**src/rsc_pkg.sv**
```systemverilog
// Constants shared by the radio state control register block.
// Assumes a 20 MHz device clock; all times are turned into cycles here.
package rsc_pkg;

  // Register offsets on the register port.
  localparam logic [5:0] RSC_ADDR_READBACK = 6'h01;
  localparam logic [5:0] RSC_ADDR_COMMAND = 6'h02;

  // Field positions.
  localparam int RSC_CHANNEL_CHECK_FINISHED_BIT = 7;
  localparam int RSC_CCA_RES_BIT = 6;
  localparam int RSC_CODE_MSB = 4;
  localparam int RSC_TRAC_LSB = 5;

  // Reset values.
  localparam logic [7:0] RSC_READBACK_RST = 8'h00;
  localparam logic [7:0] RSC_COMMAND_RST = 8'h00;

  // Radio state codes.
  localparam logic [4:0] ST_PON = 5'h00;
  localparam logic [4:0] ST_BUSY_RX = 5'h01;
  localparam logic [4:0] ST_BUSY_TX = 5'h02;
  localparam logic [4:0] ST_RX_ON = 5'h06;
  localparam logic [4:0] ST_IDLE = 5'h08;
  localparam logic [4:0] ST_PLL_ON = 5'h09;
  localparam logic [4:0] ST_SLEEP = 5'h0f;
  localparam logic [4:0] ST_AACK_BUSY = 5'h11;
  localparam logic [4:0] ST_ARET_BUSY = 5'h12;
  localparam logic [4:0] ST_AACK_ON = 5'h16;
  localparam logic [4:0] ST_ARET_ON = 5'h19;
  localparam logic [4:0] ST_RX_NOCLK = 5'h1c;
  localparam logic [4:0] ST_AACK_NOCLK = 5'h1d;
  localparam logic [4:0] ST_AACK_BUSY_NOCLK = 5'h1e;
  localparam logic [4:0] ST_PENDING = 5'h1f;

  // Command codes.
  localparam logic [4:0] CMD_NOP = 5'h00;
  localparam logic [4:0] CMD_TX_START = 5'h02;
  localparam logic [4:0] CMD_FORCE_IDLE = 5'h03;
  localparam logic [4:0] CMD_FORCE_PLL = 5'h04;
  localparam logic [4:0] CMD_RX_ON = 5'h06;
  localparam logic [4:0] CMD_IDLE = 5'h08;
  localparam logic [4:0] CMD_PLL_ON = 5'h09;
  localparam logic [4:0] CMD_AACK_ON = 5'h16;
  localparam logic [4:0] CMD_ARET_ON = 5'h19;

  // Timing.
  localparam int CLK_PERIOD_NS = 50;
  localparam int FPLL_TIME_NS = 1000;
  localparam int TRANS_TIME_NS = 2000;
  localparam int SYMBOL_TIME_NS = 50000;
  localparam logic [10:0] FPLL_CYC = 11'(FPLL_TIME_NS / CLK_PERIOD_NS);
  localparam logic [10:0] TRANS_CYC = 11'(TRANS_TIME_NS / CLK_PERIOD_NS);
  localparam logic [10:0] SYMBOL_CYC = 11'(SYMBOL_TIME_NS / CLK_PERIOD_NS);

endpackage

```
**src/rsc_pin_edge.sv**
```systemverilog
// Synchroniser and edge detector for the sleep/transmit pin.
// Assumes the pin is asynchronous to I_CLK; edges last one enabled cycle.
`timescale 1ns/1ps
module rsc_pin_edge
  import rsc_pkg::*;
(
  // Clock, reset, enable
  input wire logic i_clk,
  input wire logic i_rstn,
  input wire logic i_ce,
  // Pin and edges
  input wire logic i_pin,
  output logic o_rise,
  output logic o_fall
);

  typedef struct packed {
    logic s1;
    logic s2;
    logic s3;
  } rsc_edge_t;

  rsc_edge_t q, d;

  always_comb begin
    d = q;
    d.s1 = i_pin;
    d.s2 = q.s1;
    d.s3 = q.s2;
  end

  always_ff @(posedge i_clk or negedge i_rstn) begin
    if (!i_rstn) begin
      q <= '0;
    end else if (i_ce) begin
      q <= d;
    end
  end

  // Only the second stage and later are looked at.
  assign o_rise = q.s2 & ~q.s3;
  assign o_fall = ~q.s2 & q.s3;

endmodule

```
**src/rsc_regs.sv**
```systemverilog
// Radio state readback and state command registers with the state tracker.
// Assumes a same-clock register port and event strobes from the radio.
`timescale 1ns/1ps
// Notes on behaviour
// - Readback bits 4:0 give the settled state code.
// - Extended states report their own codes, including the no-clock ones.
// - An unfinished transition reads as the pending code 0x1f.
// - Bit 7 flags channel check finished, bit 6 its result, bit 5 zero.
// - In sleep the registers are unreachable; host must not read them.
// - A command write starts the coded basic transition.
// - Codes 0x16 and 0x19 enter the automated modes; codes with no listed command are reserved.
// - Frame sending begins exactly one symbol after start transmit.
// - Command register resets to zero, meaning no operation.
// - Bits 7:5 of the command register show the automated result.
// - A rising sleep/transmit pin edge starts some transitions.
// - Forced ready completes within one microsecond.
module rsc_regs
  import rsc_pkg::*;
(
  // Clock, reset, enable
  input wire logic I_CLK,
  input wire logic I_RSTN,
  input wire logic I_CE,
  // Register port
  input wire logic [5:0] I_REG_ADDR,
  input wire logic [7:0] I_REG_WDATA,
  input wire logic I_REG_WR,
  input wire logic I_REG_RD,
  output logic [7:0] O_REG_RDATA,
  output logic O_REG_RVALID,
  // Sleep/transmit pin
  input wire logic I_SLEEP_TRANSMIT_PIN,
  // Radio events
  input wire logic I_RX_START,
  input wire logic I_RX_DONE,
  input wire logic I_TX_DONE,
  input wire logic I_CHANNEL_CHECK_FINISHED,
  input wire logic I_CCA_RESULT,
  input wire logic I_TRAC_VALID,
  input wire logic [2:0] I_TRAC_RESULT,
  // State outputs
  output logic O_TX_BEGIN,
  output logic [4:0] O_STATE_CODE
);

  typedef struct packed {
    logic [4:0] code;
    logic [4:0] tgt;
    logic pend;
    logic txw;
    logic [10:0] cnt;
    logic [4:0] cmd;
    logic [2:0] trac;
    logic channel_check_finished;
    logic cca_res;
    logic [7:0] rdata;
    logic rvalid;
    logic tx_go;
    logic [4:0] shown;
  } rsc_state_t;

  rsc_state_t q, d;
  logic pin_rise;
  logic pin_fall;

  rsc_pin_edge u_pin (
    .i_clk(I_CLK),
    .i_rstn(I_RSTN),
    .i_ce(I_CE),
    .i_pin(I_SLEEP_TRANSMIT_PIN),
    .o_rise(pin_rise),
    .o_fall(pin_fall)
  );

  // Returns {accepted, target} for a state command in a settled state.
  function automatic logic [5:0] cmd_target(input logic [4:0] c,
                                            input logic [4:0] s);
    logic ok;
    logic [4:0] t;
    ok = 1'b0;
    t = s;
    case (c)
      CMD_FORCE_IDLE: begin
        ok = (s != ST_PON) && (s != ST_SLEEP);
        t = ST_IDLE;
      end
      CMD_FORCE_PLL: begin
        ok = (s != ST_PON) && (s != ST_SLEEP) && (s != ST_IDLE) &&
             (s < ST_RX_NOCLK);
        t = ST_PLL_ON;
      end
      CMD_RX_ON: begin
        ok = (s == ST_IDLE) || (s == ST_PLL_ON);
        t = ST_RX_ON;
      end
      CMD_IDLE: begin
        ok = (s == ST_PON) || (s == ST_PLL_ON) || (s == ST_RX_ON);
        t = ST_IDLE;
      end
      CMD_PLL_ON: begin
        ok = (s == ST_IDLE) || (s == ST_RX_ON) || (s == ST_AACK_ON) ||
             (s == ST_ARET_ON);
        t = ST_PLL_ON;
      end
      CMD_AACK_ON, CMD_ARET_ON: begin
        ok = (s == ST_IDLE) || (s == ST_PLL_ON);
        t = c;
      end
      default: begin
        ok = 1'b0;
        t = s;
      end
    endcase
    return {ok, t};
  endfunction

  logic sleeping;
  logic wr_cmd;
  logic rd_stat;
  logic [5:0] acc;

  always_comb begin
    d = q;
    d.tx_go = 1'b0;
    d.rvalid = 1'b0;
    sleeping = (q.code == ST_SLEEP) && !q.pend;
    // Sleep cuts the register port off entirely.
    wr_cmd = I_REG_WR && !sleeping && (I_REG_ADDR == RSC_ADDR_COMMAND);
    rd_stat = I_REG_RD && !sleeping && (I_REG_ADDR == RSC_ADDR_READBACK);
    acc = cmd_target(I_REG_WDATA[4:0], q.code);
    // A finishing check beats the clear from a read in the same cycle.
    if (I_CHANNEL_CHECK_FINISHED) begin
      d.channel_check_finished = 1'b1;
      d.cca_res = I_CCA_RESULT;
    end else if (rd_stat) begin
      d.channel_check_finished = 1'b0;
    end
    if (I_TRAC_VALID) begin
      d.trac = I_TRAC_RESULT;
    end
    if (I_REG_RD && !sleeping) begin
      d.rvalid = 1'b1;
      if (I_REG_ADDR == RSC_ADDR_READBACK) begin
        d.rdata = {q.channel_check_finished, q.cca_res, 1'b0,
                   q.pend ? ST_PENDING : q.code};
      end else if (I_REG_ADDR == RSC_ADDR_COMMAND) begin
        d.rdata = {q.trac, q.cmd};
      end else begin
        d.rdata = 8'h00;
      end
    end
    if (wr_cmd) begin
      d.cmd = I_REG_WDATA[4:0];
    end
    if (q.pend) begin
      // The host waits for a settled code before commanding again.
      if (q.cnt == 11'h000) begin
        d.pend = 1'b0;
        d.code = q.tgt;
      end else begin
        d.cnt = q.cnt - 11'h001;
      end
    end else if (q.txw) begin
      if (q.cnt == 11'h000) begin
        d.txw = 1'b0;
        d.tx_go = 1'b1;
      end else begin
        d.cnt = q.cnt - 11'h001;
      end
    end else if (wr_cmd && (I_REG_WDATA[4:0] == CMD_TX_START)) begin
      if ((q.code == ST_PLL_ON) || (q.code == ST_ARET_ON)) begin
        d.code = (q.code == ST_PLL_ON) ? ST_BUSY_TX : ST_ARET_BUSY;
        d.txw = 1'b1;
        d.cnt = SYMBOL_CYC - 11'h001;
      end
    end else if (wr_cmd && acc[5] && (acc[4:0] != q.code)) begin
      d.pend = 1'b1;
      d.tgt = acc[4:0];
      d.cnt = (I_REG_WDATA[4:0] == CMD_FORCE_PLL) ?
              FPLL_CYC - 11'h001 : TRANS_CYC - 11'h001;
    end else begin
      unique case (q.code)
        ST_PLL_ON, ST_ARET_ON: begin
          if (pin_rise) begin
            d.code = (q.code == ST_PLL_ON) ? ST_BUSY_TX : ST_ARET_BUSY;
            d.txw = 1'b1;
            d.cnt = SYMBOL_CYC - 11'h001;
          end
        end
        ST_IDLE: if (pin_rise) d.code = ST_SLEEP;
        ST_SLEEP: begin
          if (pin_fall) begin
            d.pend = 1'b1;
            d.tgt = ST_IDLE;
            d.cnt = TRANS_CYC - 11'h001;
          end
        end
        ST_RX_ON: begin
          if (pin_rise) d.code = ST_RX_NOCLK;
          else if (I_RX_START) d.code = ST_BUSY_RX;
        end
        ST_AACK_ON: begin
          if (pin_rise) d.code = ST_AACK_NOCLK;
          else if (I_RX_START) d.code = ST_AACK_BUSY;
        end
        ST_RX_NOCLK: begin
          if (pin_fall) d.code = ST_RX_ON;
          else if (I_RX_START) d.code = ST_BUSY_RX;
        end
        ST_AACK_NOCLK: begin
          if (pin_fall) d.code = ST_AACK_ON;
          else if (I_RX_START) d.code = ST_AACK_BUSY_NOCLK;
        end
        ST_BUSY_RX: if (I_RX_DONE) d.code = ST_RX_ON;
        ST_AACK_BUSY: if (I_RX_DONE) d.code = ST_AACK_ON;
        ST_AACK_BUSY_NOCLK: if (I_RX_DONE) d.code = ST_AACK_NOCLK;
        ST_BUSY_TX: if (I_TX_DONE) d.code = ST_PLL_ON;
        ST_ARET_BUSY: if (I_TX_DONE) d.code = ST_ARET_ON;
        default: d.code = q.code;
      endcase
    end
    // The shown code is registered so the output needs no mux after the flop.
    d.shown = d.pend ? ST_PENDING : d.code;
  end

  always_ff @(posedge I_CLK or negedge I_RSTN) begin
    if (!I_RSTN) begin
      q <= '0;
    end else if (I_CE) begin
      q <= d;
    end
  end

  assign O_REG_RDATA = q.rdata;
  assign O_REG_RVALID = q.rvalid;
  assign O_TX_BEGIN = q.tx_go;
  assign O_STATE_CODE = q.shown;

  localparam int SYM_M1 = SYMBOL_TIME_NS / CLK_PERIOD_NS - 1;
  localparam int FPLL_M1 = FPLL_TIME_NS / CLK_PERIOD_NS - 1;
endmodule

```
**config.mk**
```make
export PLATFORM = sky130hd
export DESIGN_NAME = rsc_regs
export DESIGN_NICKNAME = d
export VERILOG_FILES = /design/src/rsc_pkg.sv /design/src/rsc_pin_edge.sv /design/src/rsc_regs.sv
export SDC_FILE = /design/constraint.sdc
export NUM_CORES = 1
export LEC_CHECK = 0
export BUFFER_PORTS_ARGS = -buffer_cell sky130_fd_sc_hd__buf_4
export CELL_PAD_IN_SITES_DETAIL_PLACEMENT = 0
export CELL_PAD_IN_SITES_GLOBAL_PLACEMENT = 1
export CORE_MARGIN = 5
export CORE_UTILIZATION = 39
export CTS_CLUSTER_DIAMETER = 150
export DETAILED_ROUTE_END_ITERATION = 6
export GPL_TIMING_DRIVEN = 0
export PLACE_DENSITY = 0.71
export SYNTH_ARGS = -nofsm -noshare
export SYNTH_HDL_FRONTEND = slang
export SYNTH_SLANG_ARGS = --single-unit
```
**constraint.sdc**
```tcl
create_clock -name I_CLK -period 4 [get_ports I_CLK]
set_clock_uncertainty 0.05 [all_clocks]
set_input_delay 0.4 -clock I_CLK [delete_from_list [all_inputs] [get_ports I_CLK]]
set_output_delay 0.4 -clock I_CLK [all_outputs]
set_load 0.05 [all_outputs]
```
---- Word level (Yosys, flattened, before mapping) ----
Cells that the tools add are included.
storage, ports and cells
  bits in registers ....................... 51
  output and inout port bits .............. 15
  word-level logic and storage cells ...... 146
  bits of input ports ..................... 29
cells by class
  equal/unequal tests ..................... 29
  bitwise gates (word level) .............. 7
  add/sub/neg operators ................... 1
  reduce and logical (&&, ||, !) cells .... 40
  magnitude comparators ................... 1
  multiplexer cells ....................... 52
operators by type and width
  operator                                                                 number
  5-bit two-way mux                                                        22
  11-bit two-way mux                                                       5
  5-bit case mux with 11 select lines                                      1
  12-bit two-way mux                                                       4
  5-bit == test, second input constant                                     9
  6-bit two-way mux                                                        5
  5-bit by 4-bit == test with 1-bit output, second input constant          5
  11-bit case mux with 2 select lines                                      1
  5-bit case mux with 4 select lines                                       1
  8-bit two-way mux                                                        2
  5-bit by 2-bit == test with 1-bit output, second input constant          3
  5-bit by 3-bit == test with 1-bit output, second input constant          3
  2-bit AND reduction                                                      6
  1-bit logical AND                                                        11
  11-bit logical NOT                                                       1
  11-bit by 1-bit subtractor with 11-bit output, second input constant     1
  1-bit two-way mux                                                        10
  5-bit by 4-bit inequality test with 1-bit output, second input constant  2
  2-bit OR reduction                                                       4
  1-bit logical OR                                                         7
  6-bit by 1-bit == test with 1-bit output, second input constant          1
  6-bit by 2-bit == test with 1-bit output, second input constant          1
  6-bit by 4-bit inequality test with 1-bit output, second input constant  1
  6-bit inequality test, second input constant                             1
  15 further kinds                                                         23

---- Longest topological paths before layout ----
  word-level depth ........................ 12
  gate-level depth with buffers ........... 11

---- Hierarchy ----
A second synthesis with hierarchy kept.
second synthesis, totals
  cells, all modules ...................... 455
  area total of the unflattened synthesis .. 3,769.9 µm²
by module, submodules not included
  module        cells an instance  instances  area an instance (µm²)
  rsc_regs      447                1          3,648.5
  rsc_pin_edge  8                  1          121.4

---- Worst setup path after synthesis ----
Ideal clock, no wire load.
  kind .................................... reg2reg
  start point ............................. reg q[25] (netlist bit)
  end point ............................... reg q, in the netlist O_STATE_CODE[4]
  setup slack ............................. 1,090 ps
  arrival time ............................ 2,736 ps
  path buffers ............................ 1
  stages on the path, launching flop included .. 11
  period minus slack after synthesis ...... 2,910 ps
  setup time .............................. 124 ps
  required time ........................... 3,826 ps
  path through ............................ dfrtp_1 > inv_1 > ha_1 > or3b_2 > or4b_1 > or4_1 > clkbuf_1 > nand2_1 > and3_1 > a2111oi_4 > a211o_1
between the ends
  longest elaborated chain between the ends .. 4
  elaborated cells between the ends (all ways) .. 6
  those cells by class .................... mux (5); reduce/logical (1)
RTL lines
  what                                                    RTL line         RTL
  start, declared                                         rsc_regs.sv:62   rsc_state_t q, d;
  start signal, assigned                                  rsc_regs.sv:228  q <= '0;
  start signal, assigned                                  rsc_regs.sv:230  q <= d;
  11-bit logical NOT (*)                                  rsc_regs.sv:157  if (q.cnt == 11'h000) begin
  5-bit two-way mux or 1-bit two-way mux (tied branches)  rsc_regs.sv:157
  5-bit two-way mux or 1-bit two-way mux (tied branches)  rsc_regs.sv:155  if (q.pend) begin
  5-bit two-way mux (*)                                   rsc_regs.sv:223  d.shown = d.pend ? ST_PENDING : d.code;
Mark *: on every way between the ends. The rest lies on a longest branch, timed or not.
A chain may end at the register's enable or synchronous reset.

---- Worst setup path after layout ----
  start point ............................. reg q[43] (netlist bit)
  end point ............................... reg q[29] (netlist bit)
between the ends
  longest elaborated chain between the ends .. 11
  elaborated cells between the ends (all ways) .. 42
  those cells by class .................... order compare (1); eq/ne (12); mux (7); reduce/logical (22)
RTL lines
  what
  parallel branches: the longest is 11 deep, another holds 5-bit < comparator
Several ways; the timed one is not identified.

==> qor.txt <==
area taken by flip-flops and latches: 1280 sq um
fillcell total: 933
Slew headroom: 0.0720
die area: 11,500 sq um
CTS H-tree lvls: 2
layout cell share with drive strength beyond 1: 0.193
Comb pwr share: 0.558
number of synthesized register bits: 51
via count of the routed design: 3,593
Core ar.: 9200 sq um
clock latency on the worst-skew pair: 0.31 ns
Initial DRC Count: 289
Routability Congestion: 0.929
die width: 107 microns
status: finished clean
Port Buf Inserts: 40
First-pass DRT Iterations: 5
Post-synth top flop: dfrtp_1
Layout area overhead: 14.5%
max cap viols: 0
fmax: 266 MHz
multi-input logic area: 2140 sq um
Post-Syn Area: 3680 sq um
CTS clk-pin slew, worst paths: 0.09 ns
Initial Utilization: 0.400
Final Cell Area: 4210 sq um
first-pass GRT wire length: 17,900 microns
ant diodes: 0
Mapped Nets: 468
final-report setup violation count: 0
# IOs: 44
critical path class: reg -> reg
RSZ-0062 raised after global routing: false
initial antenna violation count: 0
die height: 107 microns
total CTS buffers: 5
Hold-fix buffers, CTS: 0
Critical Path Sink Type: flip-flop
startpoint class of the critical path: flip-flop
power share of the sequential group: 0.310
DRC errors left: 0
Tcrit/Tclk final: 0.940
Total GRT Usage: 0.195
dominant cell type by area after synthesis: dfrtp_1
Synth Area per Inst: 8.39 sq um
maximum VDD drop: 0.231 mV
sw power: 1.12 mW
vias in the first global route: 3,464
Final TNS setup: 0 ns
P_leak: 1.80 nW
Placed Area: 4120 sq um
Cells after Synth: 438
Via density: 6.02
Clock Tree Root: clkbuf_8
Seq/Total Area, Yosys: 0.347
Finished Core Util: 0.458
Final HPWL DP: 8360 microns
grt ovf: 0
Min-Delay Path Class: in -> async
Clk pwr share: 0.132
Hold Fails Final Rpt: 0
Sw Ratio: 0.466
Async S/R FF share, synth: 1.00
min cycle time layout: 3.76 ns
row cnt: 35
Yosys top cell area share: 0.347
Synth area leaders: dfrtp_1, nand2_1, a21oi_1, nor2_1, o21ai_0
worst slew pin tran: 1.37 ns
WP data required: 4.16 ns
Clock Sinks: 51
CTS tree: done
post-cts sizing count: 0
fin. max-slew vios: 0
CP max FO: 8
pwr/cell area: 572 nW/um^2
Post-synth EDFFs: 0
routed wire length: 10,900 microns
Ys Warns: 0
# nets final: 515
largest net degree at the start of global routing: 52
antenna viol nets, final: 0
Cell variety after synth: 78
postcts setup bufs: 0
CP arrival: 3.92 ns
Int Pwr: 1.29 mW
Avg WL per Cell: 18.3 microns
maximum clock path buffer count: 2
## power groups by stage
stage                     clock network, mW  registers (mW)  logic [mW]
after floorplan                           0           0.725       0.990
final                                 0.317           0.748        1.34
after CTS                             0.332           0.746        1.33
after detailed placement                  0           0.756        1.33
after global routing                  0.354           0.768        1.48
after global placement                    0           0.754        1.33
## worst paths after layout
kind	start	endpoint	slack, ns	cells past startpoint
setup / recovery	q[43]$_DFFE_PN0P_	q[29]$_DFFE_PN0P_	0.24	9
hold / removal	I_RSTN	O_REG_RDATA[3]$_DFFE_PN0P_	0.06	1
setup reg to reg	q[43]$_DFFE_PN0P_	q[29]$_DFFE_PN0P_	0.24	9
hold reg to reg	O_REG_RDATA[5]$_DFFE_PN0P_	O_REG_RDATA[5]$_DFFE_PN0P_	0.43	2
max in group asynchronous	I_RSTN	q[44]$_DFFE_PN0P_	3.38	1
min in group I_CLK	I_SLEEP_TRANSMIT_PIN	u_pin.d[1]$_DFFE_PN0P_	0.27	2
## final cells by class
cell class              instances  area share
well taps                     111      0.0330
inverters                      15      0.0134
clock inverters                 1     0.00208
clock buffers                   7      0.0205
plain buffers                  38      0.0475
multi-input cells             334       0.509
flip-flops and latches         51       0.303
repair buffers                 40      0.0713
## metrics by stage
| step | worst slack, ns | cells | power (mW) | hold WS (ns) |
|---|---|---|---|---|
| after global placement | 0.276 | 589 | 2.09 | 0.405 |
| after floorplan | 1.09 | 438 | 1.71 | 0.0544 |
| after detailed placement | 0.342 | 589 | 2.08 | 0.417 |
| after global routing | 0.0614 | 597 | 2.60 | 0.140 |
| final | 0.239 | 597 | 2.41 | 0.0601 |
| after CTS | 0.306 | 597 | 2.41 | 0.102 |
## sequential cells by signal (all words and copies together) (netlist names)
name and flops:
q 33, O_REG_RDATA 8, O_STATE_CODE 5, u_pin.d 2, O_REG_RVALID 1, O_TX_BEGIN 1
u_pin.q 1
## worst max-delay path: stages (launching register included)
cell and delay [ns]:
dfrtp_1 0.38, clkbuf_1 0.30, nor4bb_1 1.19, a31oi_1 0.11, o22ai_1 0.26, nor3_1 0.13, nor3_4 0.33, o21ai_2 0.18
a21oi_2 0.35, mux2_2 0.38
## logic make-up (layout without fill, tap and decap cells)
logic type                 count (synthesis)  in the layout  synth area share
and+or+nand+nor                          167            167             0.244
AOI/OAI and AO/OA                        147            147             0.280
buffers and inverters                     53            101            0.0698
DFF                                       51             51             0.347
muxes                                     17             17            0.0507
xor gates and xnor gates                   2              2           0.00477
adders and majority gates                  1              1           0.00340
## cell usage in the layout (no fill, tap or decap), types with 4 or more instances in the layout
cell,synthesis,final
a221oi_1,4,4
clkbuf_8,0,6
a211oi_1,4,4
clkbuf_1,15,16
nor4b_1,4,4
nor2b_1,8,8
nand3b_1,4,4
a21o_1,7,7
nor4_1,4,4
a31oi_1,5,5
nor2_1,41,41
a21oi_1,33,33
mux2i_1,4,4
o22ai_1,6,6
a211o_1,4,4
buf_2,7,7
nand2_1,45,45
o21ai_0,30,30
or2_2,4,4
mux2_2,12,12
a22oi_1,4,4
inv_1,15,15
buf_4,13,53
dfrtp_1,51,51
nor3_1,11,11
nand3_1,9,9
a2bb2oi_1,4,4
nand2b_1,5,5
or4_1,6,6
## per-layer routing
metal | share of wire | vias up | GRT usage | wire length, microns
met2 | 0.47 | 146 | 0.314 | 5180
met4 | 0.023 | 0 | 0.0557 | 248
met3 | 0.078 | 30 | 0.0482 | 855
met1 | 0.42 | 1692 | 0.260 | 4640
li1 | - | 1725 | - | -
met5 | 0 | - | 0 | 0
## cells in the mapped netlist (4+ instances only)
library cell / count
nand3b_1: 4
a211o_1: 4
a221oi_1: 4
nor2_1: 41
a31oi_1: 5
a21o_1: 7
dfrtp_1: 51
a2bb2oi_1: 4
buf_4: 13
o21ai_0: 30
or2_2: 4
buf_2: 7
a21oi_1: 33
nand3_1: 9
nand2b_1: 5
nand2_1: 45
a211oi_1: 4
inv_1: 15
a22oi_1: 4
clkbuf_1: 15
o22ai_1: 6
mux2i_1: 4
nor4b_1: 4
mux2_2: 12
nor3_1: 11
nor4_1: 4
nor2b_1: 8
or4_1: 6
Note: power is estimated with default switching activity, not from simulation.
